===== src/verilog/ltl_consts.svh =====
// Constants for the lane 1 to 3 link-training transmit field block
`ifndef LTL_CONSTS_SVH
`define LTL_CONSTS_SVH

// ----------------------------------------
// Widths
// ----------------------------------------
`define LTL_NUM_LANES 3
`define LTL_SEED_W 11
`define LTL_FIELD_W 2
`define LTL_BLOCK_W 6

// ----------------------------------------
// Field positions inside control and status blocks
// ----------------------------------------
`define LTL_MINUS_LSB 0
`define LTL_CENTER_LSB 2
`define LTL_PLUS_LSB 4

// ----------------------------------------
// Reset values and timing
// ----------------------------------------
`define LTL_BLOCK_RST 6'h00
`define LTL_SEED_RST 11'h000
`define LTL_FRAME_CYCLES 10'h224
`define LTL_FRAME_LAST 10'h223
`define LTL_CNT_W 10
`define LTL_CNT_ZERO 10'h000
`define LTL_CNT_ONE 10'h001

`endif


===== src/verilog/ltl_pkg.sv =====
// Types shared by the link-training transmit field block
package ltl_pkg;

  // ----------------------------------------
  // Data types
  // ----------------------------------------
  typedef logic [10:0] ltl_seed_t;
  typedef logic [1:0] ltl_field_t;
  typedef logic [5:0] ltl_block_t;

  // ----------------------------------------
  // Training sequence states
  // ----------------------------------------
  typedef enum logic [1:0] {
    LTL_MISSION,
    LTL_RESTART,
    LTL_TRAIN
  } ltl_state_t;

endpackage

===== src/verilog/ltl_lane_tx.sv =====
// Link-training transmit fields and pattern generators for lanes 1 to 3
`timescale 1ns/10ps
`include "ltl_consts.svh"

module ltl_lane_tx
  import ltl_pkg::*;
(
  // Clock and reset
  input wire logic clk_i,
  input wire logic rst_n_i,
  // Training control
  input wire logic training_enable_ctrl_i,
  input wire logic training_restart_ctrl_i,
  // Lane 1 controls
  input wire ltl_seed_t lane1_pattern_seed_i,
  input wire ltl_field_t lane1_plus_tap_request_i,
  input wire ltl_field_t lane1_center_tap_request_i,
  input wire ltl_field_t lane1_minus_tap_request_i,
  input wire ltl_field_t lane1_plus_tap_status_i,
  input wire ltl_field_t lane1_center_tap_status_i,
  input wire ltl_field_t lane1_minus_tap_status_i,
  // Lane 2 controls
  input wire ltl_seed_t lane2_pattern_seed_i,
  input wire ltl_field_t lane2_plus_tap_request_i,
  input wire ltl_field_t lane2_center_tap_request_i,
  input wire ltl_field_t lane2_minus_tap_request_i,
  input wire ltl_field_t lane2_plus_tap_status_i,
  input wire ltl_field_t lane2_center_tap_status_i,
  input wire ltl_field_t lane2_minus_tap_status_i,
  // Lane 3 controls
  input wire ltl_seed_t lane3_pattern_seed_i,
  input wire ltl_field_t lane3_plus_tap_request_i,
  input wire ltl_field_t lane3_center_tap_request_i,
  input wire ltl_field_t lane3_minus_tap_request_i,
  input wire ltl_field_t lane3_plus_tap_status_i,
  input wire ltl_field_t lane3_center_tap_status_i,
  input wire ltl_field_t lane3_minus_tap_status_i,
  // Sequence status
  output logic mission_mode_o,
  output logic training_active_o,
  output logic frame_start_o,
  // Lane 1 frame content
  output ltl_block_t lane1_ctrl_block_o,
  output ltl_block_t lane1_stat_block_o,
  output logic lane1_pattern_bit_o,
  // Lane 2 frame content
  output ltl_block_t lane2_ctrl_block_o,
  output ltl_block_t lane2_stat_block_o,
  output logic lane2_pattern_bit_o,
  // Lane 3 frame content
  output ltl_block_t lane3_ctrl_block_o,
  output ltl_block_t lane3_stat_block_o,
  output logic lane3_pattern_bit_o
);

  // ----------------------------------------
  // Sequence control
  // ----------------------------------------
  // State, frame counter and the registered flags
  ltl_state_t state_reg;
  ltl_state_t state_next;
  logic [`LTL_CNT_W-1:0] cnt_reg;
  logic [`LTL_CNT_W-1:0] cnt_next;
  logic mission_reg;
  logic active_reg;
  logic frame_start_reg;
  logic frame_wrap;
  logic load_seeds;
  logic run_pattern;
  logic enter_train;
  logic latch_fields;

  // Restart acts only from the train state, disable overrides restart
  // A restart held high keeps toggling between restart and train, so no
  // full frame leaves the block until it is released
  always_comb begin
    state_next = state_reg;
    unique case (state_reg)
      LTL_MISSION: begin
        if (training_enable_ctrl_i) begin
          state_next = LTL_RESTART;
        end
      end
      LTL_RESTART: begin
        state_next = LTL_TRAIN;
      end
      LTL_TRAIN: begin
        if (training_restart_ctrl_i) begin
          state_next = LTL_RESTART;
        end
      end
      // The spare code cannot be reached; recover through mission mode
      default: begin
        state_next = LTL_MISSION;
      end
    endcase
    if (!training_enable_ctrl_i) begin
      state_next = LTL_MISSION;
    end
  end

  // Frame timing and derived strobes
  assign frame_wrap = (cnt_reg == `LTL_FRAME_LAST);
  assign load_seeds = (state_reg == LTL_RESTART);
  assign run_pattern = (state_reg == LTL_TRAIN);
  // Fields move only when the next cycle trains, so every block change comes with a frame marker
  assign enter_train = (state_next == LTL_TRAIN);
  // New field values are taken only at a frame boundary so a frame never carries a mix
  assign latch_fields = (load_seeds | (run_pattern & frame_wrap)) & enter_train;
  // The counter is cleared outside training so each restart begins a full frame
  assign cnt_next = (!run_pattern || frame_wrap) ? `LTL_CNT_ZERO : cnt_reg + `LTL_CNT_ONE;

  // Sequence registers
  // Reset is synchronous and lands in mission mode with no frame marker
  always_ff @(posedge clk_i) begin
    if (!rst_n_i) begin
      state_reg <= LTL_MISSION;
      cnt_reg <= `LTL_CNT_ZERO;
      mission_reg <= 1'b1;
      active_reg <= 1'b0;
      frame_start_reg <= 1'b0;
    end else begin
      state_reg <= state_next;
      cnt_reg <= cnt_next;
      // Flags follow the next state so they change on the same edge as the state
      mission_reg <= (state_next == LTL_MISSION);
      active_reg <= (state_next != LTL_MISSION);
      frame_start_reg <= latch_fields;
    end
  end

  assign mission_mode_o = mission_reg;
  assign training_active_o = active_reg;
  assign frame_start_o = frame_start_reg;

  // ----------------------------------------
  // Per-lane gathering of the input ports
  // ----------------------------------------
  // Index 0 holds lane 1, index 2 holds lane 3
  ltl_seed_t seed_arr [`LTL_NUM_LANES];
  ltl_block_t ctrl_arr [`LTL_NUM_LANES];
  ltl_block_t stat_arr [`LTL_NUM_LANES];
  ltl_block_t ctrl_reg [`LTL_NUM_LANES];
  ltl_block_t stat_reg [`LTL_NUM_LANES];
  logic pattern_arr [`LTL_NUM_LANES];

  // Plain ports feed the lanes directly, as in the build without a register interface
  assign seed_arr[0] = lane1_pattern_seed_i;
  assign seed_arr[1] = lane2_pattern_seed_i;
  assign seed_arr[2] = lane3_pattern_seed_i;

  // Control block: plus, center, minus from high to low
  assign ctrl_arr[0] = {lane1_plus_tap_request_i, lane1_center_tap_request_i, lane1_minus_tap_request_i};
  assign ctrl_arr[1] = {lane2_plus_tap_request_i, lane2_center_tap_request_i, lane2_minus_tap_request_i};
  assign ctrl_arr[2] = {lane3_plus_tap_request_i, lane3_center_tap_request_i, lane3_minus_tap_request_i};

  // Status block uses the same layout
  assign stat_arr[0] = {lane1_plus_tap_status_i, lane1_center_tap_status_i, lane1_minus_tap_status_i};
  assign stat_arr[1] = {lane2_plus_tap_status_i, lane2_center_tap_status_i, lane2_minus_tap_status_i};
  assign stat_arr[2] = {lane3_plus_tap_status_i, lane3_center_tap_status_i, lane3_minus_tap_status_i};

  // ----------------------------------------
  // Per-lane frame content
  // ----------------------------------------
  genvar g;
  generate
    for (g = 0; g < `LTL_NUM_LANES; g = g + 1) begin : g_lane
      // Blocks keep their last value in mission mode, where no frame is sent
      // Fields are sampled once per frame; the controller keeps them steady meanwhile
      always_ff @(posedge clk_i) begin
        if (!rst_n_i) begin
          ctrl_reg[g] <= `LTL_BLOCK_RST;
          stat_reg[g] <= `LTL_BLOCK_RST;
        end else if (latch_fields) begin
          ctrl_reg[g] <= ctrl_arr[g];
          stat_reg[g] <= stat_arr[g];
        end
      end

      // Each lane loads its own seed at every training start
      // The generator's state output is left open; only its bit leaves the block
      ltl_pattern_gen u_pattern (
        .clk_i(clk_i),
        .rst_n_i(rst_n_i),
        .load_i(load_seeds),
        .run_i(run_pattern),
        .seed_i(seed_arr[g]),
        .pattern_bit_o(pattern_arr[g]),
        .state_o()
      );
    end
  endgenerate

  // ----------------------------------------
  // Output mapping
  // ----------------------------------------
  // Control blocks of lanes 1 to 3
  assign lane1_ctrl_block_o = ctrl_reg[0];
  assign lane2_ctrl_block_o = ctrl_reg[1];
  assign lane3_ctrl_block_o = ctrl_reg[2];

  // Status blocks, same field layout
  assign lane1_stat_block_o = stat_reg[0];
  assign lane2_stat_block_o = stat_reg[1];
  assign lane3_stat_block_o = stat_reg[2];

  // Pattern bits, already registered inside each generator
  assign lane1_pattern_bit_o = pattern_arr[0];
  assign lane2_pattern_bit_o = pattern_arr[1];
  assign lane3_pattern_bit_o = pattern_arr[2];

endmodule


===== src/verilog/ltl_pattern_gen.sv =====
// Per-lane 11-bit training pattern generator
`timescale 1ns/10ps
`include "ltl_consts.svh"

module ltl_pattern_gen
  import ltl_pkg::*;
(
  // Clock and reset
  input wire logic clk_i,
  input wire logic rst_n_i,
  // Control
  input wire logic load_i,
  input wire logic run_i,
  input wire ltl_seed_t seed_i,
  // Pattern
  output logic pattern_bit_o,
  output ltl_seed_t state_o
);

  ltl_seed_t lfsr_reg;
  ltl_seed_t lfsr_next;
  logic pattern_reg;
  logic feedback;

  // Polynomial x^11 + x^9 + 1; an all-zero seed locks the generator at zero
  assign feedback = lfsr_reg[10] ^ lfsr_reg[8];
  assign lfsr_next = load_i ? seed_i : (run_i ? {lfsr_reg[9:0], feedback} : lfsr_reg);

  // Shift register; load wins over run so a restart always starts from the seed
  always_ff @(posedge clk_i) begin
    if (!rst_n_i) begin
      lfsr_reg <= `LTL_SEED_RST;
      pattern_reg <= 1'b0;
    end else begin
      lfsr_reg <= lfsr_next;
      pattern_reg <= run_i & ~load_i & lfsr_reg[10];
    end
  end

  assign pattern_bit_o = pattern_reg;
  assign state_o = lfsr_reg;

endmodule


===== config.mk =====
export PLATFORM = sky130hd
export DESIGN_NAME = ltl_lane_tx
export DESIGN_NICKNAME = d
export VERILOG_FILES = /design/src/verilog/ltl_pkg.sv /design/src/verilog/ltl_lane_tx.sv /design/src/verilog/ltl_pattern_gen.sv
export VERILOG_INCLUDE_DIRS = /design/src /design/src/verilog
export SDC_FILE = /design/constraint.sdc
export NUM_CORES = 1
export LEC_CHECK = 0
export BUFFER_PORTS_ARGS = -buffer_cell sky130_fd_sc_hd__buf_2
export CAP_MARGIN = 0
export CORE_MARGIN = 5
export CORE_UTILIZATION = 50
export CTS_BUF_LIST = sky130_fd_sc_hd__clkbuf_4 sky130_fd_sc_hd__clkbuf_8
export DETAILED_ROUTE_END_ITERATION = 10
export PLACE_DENSITY = 0.76
export SYNTH_ARGS = -nofsm -noshare
export SYNTH_HDL_FRONTEND = slang
export SYNTH_SLANG_ARGS = --single-unit
export TNS_END_PERCENT = 20

===== constraint.sdc =====
create_clock -name clk_i -period 5.1 [get_ports clk_i]
set_input_delay 0.255 -clock clk_i [delete_from_list [all_inputs] [get_ports clk_i]]
set_output_delay 0.255 -clock clk_i [all_outputs]
set_load 0.005 [all_outputs]

* After elaboration in Yosys (flattened, before gate mapping)
Memory sizes are Yosys's and may differ from the RTL's. Cells that the tools add are included.
Operators by class: $add $sub $neg 1, equal/unequal tests 4, mux-type cells 19, bitwise logic cells 18, reduce and logical (&&, ||, !) cells 7
Operator list (count):
- $mux 11 | 6
- $mux 6 | 6
- $add 10x1->10 const B | 1
- $eq 10x10->1 const B | 1
- $or 1x1->1 | 7
- $and 1x1->1 | 6
- $pmux 2 s3 | 1
- $eq 2x2->1 const B | 2
- $logic_not 2->1 | 2
- $mux 1 | 4
- $mux 2 | 2
- $reduce_bool 2->1 | 2
- $xor 1x1->1 | 3
- $eq 2x1->1 const B | 1
- $not 1->1 | 2
- $reduce_or 2->1 | 1
- $logic_not 1->1 | 1
- $logic_or 1x1->1 | 1
Storage, ports and cells: register bits after elaboration 51, RAM bits 36, input port bits 73, logic and storage cells 62, memories kept 2
Memory list:
- ctrl_reg | words 3, bits a word 6, rd ports 3, clocked after Yosys merged registers in 0, write ports 3, RTL line ltl_lane_tx.sv:143 | ltl_block_t ctrl_reg [`LTL_NUM_LANES];
- stat_reg | words 3, bits a word 6, rd ports 3, clocked after Yosys merged registers in 0, write ports 3, RTL line ltl_lane_tx.sv:144 | ltl_block_t stat_reg [`LTL_NUM_LANES];

* Logic depth before layout (Yosys ltp)
Gate-level depths: netlist of the first run.
depth after elaboration 9, gate-level depth with buffers 7, mapped depth without buffers 5

* Cells and area by module
Synthesis of the first run repeated with hierarchy kept, for this count alone.
Second synthesis, totals: cell total of the unflattened synthesis 305, area total of the unflattened synthesis 4098.9 um^2
Modules (own cells, without submodules):
- ltl_lane_tx | times used 1, cells an instance 149, area each 2225.9 um^2
- ltl_pattern_gen | times used 3, cells an instance 52, area each 624.3 um^2

* Least setup slack after synthesis of the first run
Ideal clock, no wire load.
path type reg-to-reg, start point reg cnt_reg[0], end point mem ctrl_reg[0][0] (netlist bit), enable pin, library setup time 0.484 ns, data arrival time 4.045 ns, required time 4.616 ns, setup slack 0.571 ns, stages on the path, launching flop included 7, period minus slack after synthesis 4.529 ns, path through dfxtp_1 -> ha_1 -> nor3b_1 -> a41oi_1 -> buf_4 -> buf_6 -> o31ai_1
RTL lines:
- start, declared | RTL line ltl_lane_tx.sv:62 | logic [`LTL_CNT_W-1:0] cnt_reg;
- start signal, assigned | RTL line ltl_lane_tx.sv:118 | cnt_reg <= `LTL_CNT_ZERO;
- start signal, assigned | RTL line ltl_lane_tx.sv:124 | cnt_reg <= cnt_next;
- end, declared | RTL line ltl_lane_tx.sv:143

==> flow_summary.json, run 1 <==
{
  "hold_viol": 0,
  "synth_top_area_cell": "edfxtp_1",
  "tritoncts": "yes",
  "synth_top_area_share_pct": 27.8,
  "drt_iter0_markers": 154,
  "h-tree-depth": 3,
  "antenna_cells": 0,
  "cts_resized": 0,
  "pre_cts_ws_ns": 2.33,
  "synth_nets": 438,
  "end_kind": "register",
  "grt_pass1_vias": 2858,
  "ant_nets": 0,
  "crit_path_start_kind": "register",
  "die_h_um": 98.1,
  "synth.area.top_cells": "edfxtp_1, dfxtp_1, mux2i_1, nor4_2, a211oi_1",
  "syn-instance-count": 360,
  "rows": 32,
  "dp_hpwl_um": 5720,
  "ys_seq_area_share_pct": 54.1,
  "grt-ovfl-total": 0,
  "timing.rr.start": "state_reg[1]",
  "clock_skew_ns": 0.0161,
  "whs_endpoint": "g_lane[0].u_pattern.state_o[2]",
  "clock_latency_ns": 0.36,
  "syn_to_final_growth_pct": 21.5,
  "start_util_pct": 50.8,
  "ff2ff_setup_slack_ns": 2.35,
  "grt_pass1_wl_um": 13600,
  "setup_slack_ns": 2.35,
  "crit_fanout": 38,
  "slew-limit-headroom_pct": 27.8,
  "fmax_mhz": 364,
  "cts_buffers": 9,
  "syn-cell-area_mm2": 0.00388,
  "crit_type": "reg2reg",
  "drcViolationCount": 0,
  "comb_power_share_pct": 12.6,
  "fill_cells": 643,
  "grt_start_max_net_pins": 67,
  "num_vias": 3015,
  "totalWireLength_um": 8310,
  "cts_max_path_buffers": 2,
  "min_path_cells": 3,
  "cts.hold.buffers_added": 0,
  "seq_power_share_pct": 54.1,
  "clkSinkCount": 87,
  "power_leakage_uw": 0.00178,
  "drive_gt1_share_pct": 35.1,
  "antenna_found_initial": 0,
  "layout.nets": 535,
  "largest_reg_flops": 33,
  "ys_warn_count": 0,
  "dieArea_mm2": 0.00963,
  "drt-pass1-iter-count": 5,
  "worstMarginPinSlew_ns": 1.08,
  "power_density_mw_per_mm2": 305,
  "fin_crit_sh_pct": 53.9,
  "clk_pin_slew_ns": 0.09,
  "setup_tns_ns": 0,
  "die_x_um": 98.1,
  "cts_setup_buffers": 0,
  "vias_per_cell": 5.35,
  "power_switching_uw": 362,
  "wl_per_cell_um": 14.7,
  "grt_use_total_pct": 17.4,
  "rsz0062_at_grt": "false",
  "gp_congestion": 0.749,
  "worstPathRequired_ns": 5.10,
  "status": "finished, final reports clean",
  "worstRegToRegCells": 6,
  "syn-mean-instance-area_um2": 10.8,
  "setup_violations": 0,
  "critPathArrivalTime_ns": 2.75,
  "hold_start": "lane1_pattern_seed_i[2]",
  "pwr-share-clk_pct": 33.3,
  "finalCriticalPeriod_ns": 2.75,
  "synth.ff_latch_count": 87,
  "irDropWorstVdd_uv": 155,
  "cap_violations": 0,
  "p_int_uw": 1070,
  "drv_slew": 0,
  "switching_share_pct": 25.2,
  "core-area_mm2": 0.00765,
  "root_buffer": "clkbuf_8",
  "boundaryPins": 115,
  "timing.rr.end": "stat_reg[2][0]",
  "portBuffers": 114,
  "synth_cell_types": 37,
  "hold_class": "in2reg"
}
layout make-up:
type | instances | area [um^2] | area share [%]
Sequential cell | 87 | 2100 | 44.6
Clock buffer | 11 | 139 | 2.94
Tap cell | 102 | 128 | 2.71
Clock inverter | 5 | 57.6 | 1.22
Timing Repair Buffer | 118 | 601 | 12.7
Multi-Input combinational cell | 235 | 1670 | 35.4
Inverter | 6 | 22.5 | 0.477
kinds of logic (layout without fill, tap and decap cells):
logic type	count (synthesis)	after routing	synth area share, %
DFF	87	87	54.1
muxes	30	30	7.73
AOI/OAI and AO/OA	55	55	9.73
and+or+nand+nor	139	139	21.0
adders and majority gates	5	5	1.61
xor gates and xnor gates	6	6	1.35
buffers and inverters	38	140	4.45
metrics by stage:
step | power [uW] | instance area (um^2) | util (%) | hold WS, ns | instances
6_report | 1440 | 4720 | 61.7 | 0.230 | 564
5_1_grt | 1510 | 4720 | 61.7 | 0.228 | 564
4_1_cts | 1450 | 4720 | 61.7 | 0.218 | 564
3_5_place_dp | 974 | 4520 | 59.1 | 0.458 | 548
3_3_place_gp | 968 | 4520 | 59.1 | 0.444 | 548
2_1_floorplan | 910 | 3880 | - | 0.430 | 360
routing by layer:
metal | up-vias | share of wire [%] | wire length, um | GRT usage, %
met5 | - | 0 | 0 | 0
li1 | 1514 | - | - | -
met4 | 0 | 1.3 | 110 | 6.39
met3 | 9 | 11 | 899 | 6.14
met1 | 1359 | 43 | 3590 | 22.6
met2 | 133 | 45 | 3710 | 26.9
worst max-delay path, stage by stage (launching register included):
cell and delay [ns]:
dfxtp_1 0.35, inv_1 0.09, ha_2 0.91, a41oi_4 0.01, buf_4 0.34, o31ai_4 0.28, buf_4 0.42
worst max path at each step:
stage | depth (start not counted) | endpoint | startpoint
floorplan | 6 | ctrl_reg[0][0] | cnt_reg[0]
global placement | 6 | ctrl_reg[1][2] | state_reg[1]
detailed placement | 6 | ctrl_reg[1][2] | state_reg[1]
CTS | 6 | stat_reg[2][2] | state_reg[1]
global route | 6 | stat_reg[2][0] | state_reg[1]
finish | 6 | stat_reg[2][0] | state_reg[1]
power by group through the flow:
stage	combinational [uW]	clock, uW	sequential [uW]
detailed placement	181	0	793
global placement	176	0	792
floorplan	117	0	792
CTS	182	490	777
global route	201	530	781
finish	180	479	777
cell usage in the layout (no fill, tap or decap), drive strengths merged, types with 3 or more instances in the layout:
| cell | count |
|---|---|
| buf | 118 |
| dfxtp | 51 |
| nand2 | 39 |
| nor4 | 37 |
| nor2 | 36 |
| edfxtp | 36 |
| mux2i | 30 |
| a211oi | 30 |
| clkbuf | 11 |
| a21oi | 9 |
| nand2b | 7 |
| inv | 7 |
| o21ai | 6 |
| xor2 | 5 |
| ha | 5 |
| nand3 | 4 |
| o211ai | 3 |
| and3 | 3 |
| or3 | 3 |
| o31ai | 3 |
synth_stat cells, drive strengths merged:
library cell,number
dfxtp,51
nand2,39
nor4,37
edfxtp,36
nor2,36
a211oi,30
mux2i,30
clkbuf,19
buf,13
a21oi,9
nand2b,7
o21ai,6
ha,5
inv,5
xor2,5
nand3,4
and3,3
o211ai,3
o31ai,3
or3,3
nand4,2
nor2b,2
o21a,2
or4,2
a31o,1
a41oi,1
and2,1
and4bb,1
clkinv,1
nor3b,1
nor4b,1
xnor2,1
Note: power is estimated with default switching activity, not from simulation.
==> run 2: changes to the inputs <==
CORE_UTILIZATION = 48   (was 50)
clock period = 2.4 ns   (was 5.1 ns; I/O delays follow)
==> flow_summary.json, run 2 (synthesized netlist as in run 1, its figures left out) <==
{
  "status": "finished, final reports clean",
  "critPathSlowestCell": "a21oi_4",
  "slew-limit-headroom_pct": 63.4,
  "critPathArrivalTime_ns": 1.98,
  "boundaryPins": 115,
  "drcViolationCount": 0,
  "timing.rr.start": "state_reg[0]",
  "antenna_cells": 0,
  "gp_congestion": 0.795,
  "cts_setup_buffers": 0,
  "hold_class": "in2reg",
  "rsz0062_at_grt": "false",
  "clk_pin_slew_ns": 0.09,
  "die_h_um": 99.9,
  "hold_viol": 0,
  "power_density_mw_per_mm2": 620,
  "p_int_uw": 2180,
  "cts_max_path_buffers": 2,
  "vias_per_cell": 5.48,
  "cts_buffers": 9,
  "ff2ff_setup_slack_ns": 0.50,
  "layout.nets": 541,
  "totalWireLength_um": 8700,
  "drv_slew": 0,
  "drt-pass1-iter-count": 4,
  "clock_skew_ns": 0.0152,
  "power_leakage_uw": 0.00180,
  "irDropWorstVdd_uv": 330,
  "rows": 32,
  "end_kind": "register",
  "setup_violations": 0,
  "comb_power_share_pct": 13.4,
  "die_x_um": 99.9,
  "fin_crit_sh_pct": 79.0,
  "crit_path_cell_trace": "inv_2 -> ha_4 -> o21ai_0 -> a21oi_4 -> buf_4 -> nor4_2",
  "dp_hpwl_um": 6220,
  "cap_violations": 0,
  "wl_per_cell_um": 15.3,
  "slowest_delay_ns": 0.46,
  "setup_tns_ns": 0,
  "worstPathRequired_ns": 2.49,
  "grt_pass1_vias": 3041,
  "hold_start": "lane1_pattern_seed_i[7]",
  "power_switching_uw": 796,
  "min_path_cells": 3,
  "clock_latency_ns": 0.36,
  "grt_use_total_pct": 17.5,
  "pwr-share-clk_pct": 30.9,
  "crit_fanout": 13,
  "drt_iter0_markers": 99,
  "dieArea_mm2": 0.00999,
  "timing.rr.end": "ctrl_reg[1][3]",
  "hold_slack_ns": 0.0981,
  "h-tree-depth": 3,
  "worstMarginPinSlew_ns": 0.550,
  "cts_resized": 0,
  "seq_power_share_pct": 55.7,
  "syn_to_final_growth_pct": 23.6,
  "crit_path_start_kind": "register",
  "grt-ovfl-total": 0,
  "portBuffers": 114,
  "num_vias": 3124,
  "switching_share_pct": 26.8,
  "grt_start_max_net_pins": 67,
  "start_util_pct": 49.7,
  "antenna_found_initial": 1,
  "finalCriticalPeriod_ns": 1.90,
  "tritoncts": "yes",
  "clkSinkCount": 87,
  "crit_type": "reg2reg",
  "root_buffer": "clkbuf_8",
  "fill_cells": 666,
  "fmax_mhz": 527,
  "worstRegToRegCells": 6,
  "whs_endpoint": "g_lane[0].u_pattern.state_o[7]",
  "core-area_mm2": 0.00781,
  "mostFrequentLayoutCell": "buf_2",
  "ant_nets": 0,
  "cts.hold.buffers_added": 0,
  "largest_reg_flops": 33,
  "drive_gt1_share_pct": 37.4,
  "final_cell_mix": "buf_2, dfxtp_1, nand2_1",
  "grt_pass1_wl_um": 14000
}
run 2: critical path, delay by kind of cell (launching register included):
kind,cells,cell delay (ns)
DFF,1,0.36
AOI/OAI and AO/OA,2,0.61
adders and majority gates,1,0.17
and+or+nand+nor,1,0.08
buffers and inverters,2,0.41
run 2: worst max-delay path by stage:
stage               slack [ns]              to         start
floorplan                -0.17  ctrl_reg[0][0]  state_reg[0]
detailed placement        0.49  stat_reg[2][1]    cnt_reg[3]
global route              0.35  ctrl_reg[2][3]    cnt_reg[3]
global placement          0.57  ctrl_reg[1][5]  state_reg[0]
finish                    0.50  ctrl_reg[1][3]  state_reg[0]
CTS                       0.48  ctrl_reg[2][3]    cnt_reg[1]
run 2: power by group through the flow:
| stage | registers [uW] | clock network [uW] | logic, uW |
|---|---|---|---|
| floorplan | 1680 | 0 | 258 |
| global placement | 1690 | 0 | 388 |
| detailed placement | 1690 | 0 | 403 |
| CTS | 1660 | 942 | 405 |
| global route | 1660 | 1010 | 443 |
| finish | 1650 | 918 | 400 |
run 2: final cells by class:
type / instances / area, um^2 / area share, %
inverters: 6 / 22.5 / 0.469
repair buffers: 124 / 671 / 14.0
clock inverters: 6 / 45.0 / 0.939
flip-flops and latches: 87 / 2110 / 43.9
multi-input cells: 235 / 1690 / 35.3
well taps: 102 / 128 / 2.66
clock buffers: 10 / 131 / 2.74
run 2: layer usage:
| layer | global-route usage (%) | share of wire [%] | up-vias |
|---|---|---|---|
| met3 | 4.59 | 8.6 | 17 |
| met2 | 29.6 | 48 | 119 |
| li1 | - | - | 1525 |
| met5 | 0 | 0.23 | - |
| met1 | 21.1 | 41 | 1461 |
| met4 | 7.04 | 1.7 | 2 |
run 2: per-stage QoR:
| step | utilization [%] | total power [uW] | area (um^2) | setup slack, ns | cells |
|---|---|---|---|---|---|
| global placement | 59.2 | 2070 | 4620 | 0.567 | 554 |
| CTS | 61.4 | 3000 | 4800 | 0.482 | 570 |
| finish | 61.4 | 2970 | 4800 | 0.503 | 570 |
| global route | 61.4 | 3120 | 4800 | 0.346 | 570 |
| floorplan | - | 1940 | 3960 | -0.166 | 360 |
| detailed placement | 59.2 | 2090 | 4620 | 0.486 | 554 |
==> run 3: changes to the inputs <==
ABC_AREA = 1   (was not set)
CORE_UTILIZATION = 50   (was 48)
PLACE_DENSITY = 0.77   (was 0.76)
clock period = 1.9 ns   (was 2.4 ns; I/O delays follow)
==> flow_summary.json, run 3 <==
{
  "status": "finished, final reports clean",
  "drv_slew": 0,
  "irDropWorstVdd_uv": 479,
  "slew-limit-headroom_pct": 74.1,
  "grt_pass1_wl_um": 12400,
  "synth.area.top_cells": "edfxtp_1, dfxtp_1, a21oi_1, inv_1, nand2_1",
  "grt_pass1_vias": 2748,
  "hold_viol": 0,
  "syn-cell-area_mm2": 0.00358,
  "grt_use_total_pct": 17.4,
  "critPathSlowestCell": "dfxtp_2",
  "start_util_pct": 52.1,
  "worstMarginPinSlew_ns": 0.387,
  "boundaryPins": 115,
  "fmax_mhz": 560,
  "die_x_um": 94.6,
  "dieArea_mm2": 0.00895,
  "setup_violations": 0,
  "tritoncts": "yes",
  "hold_class": "in2reg",
  "crit_fanout": 25,
  "slowest_delay_ns": 0.39,
  "vias_per_cell": 4.87,
  "ys_seq_area_share_pct": 58.8,
  "worstRegToRegCells": 8,
  "root_buffer": "clkbuf_8",
  "rows": 30,
  "gp_congestion": 0.747,
  "async_flop_share_pct": 0,
  "cap_violations": 0,
  "antenna_found_initial": 0,
  "synth_top_area_cell": "edfxtp_1",
  "synth_nets": 480,
  "cts.hold.buffers_added": 0,
  "drt_iter0_markers": 120,
  "synth_commonest_cells": "a21oi_1, inv_1, dfxtp_1, nand2_1, nor2_1",
  "seqCellArea_mm2": 0.00210,
  "power_switching_uw": 954,
  "syn_to_final_growth_pct": 26.5,
  "final_cell_mix": "buf_2, a21oi_1, inv_1",
  "grt-ovfl-total": 0,
  "worstPathRequired_ns": 1.95,
  "portBuffers": 114,
  "finalCriticalPeriod_ns": 1.79,
  "drt-pass1-iter-count": 4,
  "core-area_mm2": 0.00687,
  "synth_flop_cell": "dfxtp_1",
  "fin_crit_sh_pct": 94.0,
  "syn-mean-instance-area_um2": 8.90,
  "syn-instance-count": 402,
  "clk_pin_slew_ns": 0.09,
  "min_path_cells": 3,
  "fin_util_pct": 65.9,
  "wl_per_cell_um": 13.1,
  "layout.nets": 595,
  "crit_type": "reg2reg",
  "power_density_mw_per_mm2": 869,
  "crit_path_cell_trace": "inv_1 -> ha_1 -> o21ai_0 -> a21oi_2 -> nor2_4 -> nand2_1 -> nand2_4 -> buf_12",
  "fill_cells": 560,
  "power_leakage_uw": 0.00209,
  "die_h_um": 94.6,
  "p_int_uw": 2980,
  "yosysMostFrequentCell": "a21oi_1",
  "end_kind": "register",
  "synth_top_area_share_pct": 30.2,
  "drcViolationCount": 0,
  "cts_buffers": 9,
  "clock_latency_ns": 0.34,
  "crit_path_start_kind": "register",
  "seq_power_share_pct": 53.1,
  "drive_gt1_share_pct": 30.1,
  "multi_input_area_mm2": 0.00120,
  "switching_share_pct": 24.3,
  "comb_power_share_pct": 10.6,
  "h-tree-depth": 3,
  "setup_tns_ns": 0,
  "pwr-share-clk_pct": 36.3,
  "ys_warn_count": 0,
  "cts_max_path_buffers": 2,
  "clock_skew_ns": 0.00761,
  "totalWireLength_um": 8120,
  "dp_hpwl_um": 5720,
  "largest_reg_flops": 33,
  "synth_cell_types": 23,
  "mostFrequentLayoutCell": "buf_2",
  "grt_start_max_net_pins": 38,
  "ant_nets": 0,
  "synth.ff_latch_count": 87,
  "antenna_cells": 0,
  "synth-edff-count": 36,
  "num_vias": 3008,
  "clkSinkCount": 87,
  "critPathArrivalTime_ns": 1.84
}
run 3: repair_timing:
action | 4_1_cts | 5_1_grt
endpoints found under the setup margin | 18 | 68
cloned | 0 | 1
endpoints found under the hold margin | 0 | 0
gates resized for setup | 0 | 5
pin swaps | 0 | 2
setup buffers | 0 | 2
run 3: kinds of logic (layout without fill, tap and decap cells):
kind of cell / after synthesis / count (layout) / synth area share [%]
compound gates: 109 / 109 / 15.4
xor+xnor: 4 / 4 / 0.980
flops: 87 / 87 / 58.8
buf+inv: 77 / 196 / 8.81
simple gates: 120 / 121 / 14.3
fa+ha+maj: 5 / 5 / 1.75
run 3: path summary, 6_finish.rpt:
kind | from | to | slack, ns
max | state_reg[0] | ctrl_reg[2][2] | 0.11
min | lane1_pattern_seed_i[5] | g_lane[0].u_pattern.state_o[5] | 0.01
max reg2reg | state_reg[0] | ctrl_reg[2][2] | 0.11
min reg2reg | cnt_reg[0] | cnt_reg[0] | 0.45
run 3: power groups by stage:
| stage | combinational [uW] | clock [uW] | sequential [uW] |
|---|---|---|---|
| floorplan | 226 | 0 | 2130 |
| global route | 468 | 1540 | 2100 |
| detailed placement | 406 | 0 | 2130 |
| global placement | 400 | 0 | 2130 |
| CTS | 410 | 1460 | 2090 |
| finish | 417 | 1430 | 2090 |
run 3: routing by layer:
metal  GRT usage [%]  vias to the layer above  routed length (um)  share of wire, %
li1                -                     1536                   -                 -
met1            22.4                     1342                3360                41
met2            28.3                      122                3940                48
met3            4.70                        8                 737               9.1
met4            6.13                        0                  90               1.1
met5               0                        -                   0                 0
run 3: through the flow:
stage / cells / power (uW) / cell area (um^2) / hold WS (ns) / worst slack [ns]
after floorplan: 402 / 2350 / 3580 / 0.271 / 0.151
after global placement: 599 / 2530 / 4250 / 0.364 / 0.109
after detailed placement: 599 / 2540 / 4250 / 0.368 / -0.0538
after CTS: 615 / 3960 / 4480 / 0.00670 / -0.0741
after global routing: 618 / 4110 / 4520 / 0.00430 / -0.00660
final: 618 / 3930 / 4520 / 0.0149 / 0.114
run 3: layout make-up:
type                    count  share of cell area (%)
repair buffers            123                    14.7
multi-input cells         239                    26.4
inverters                  57                    4.73
clock buffers               9                    2.74
clock inverters             7                    2.30
well taps                  96                    2.65
flip-flops and latches     87                    46.5
run 3: worst max-delay path: cells and delay by family (launching register included):
kind                     cells  cell delay, ns
flip-flops                   1            0.39
AND/OR/NAND/NOR              3            0.37
adder cells (fa/ha/maj)      1            0.25
buffers and inverters        2            0.27
AO/OA/AOI/OAI                2            0.22
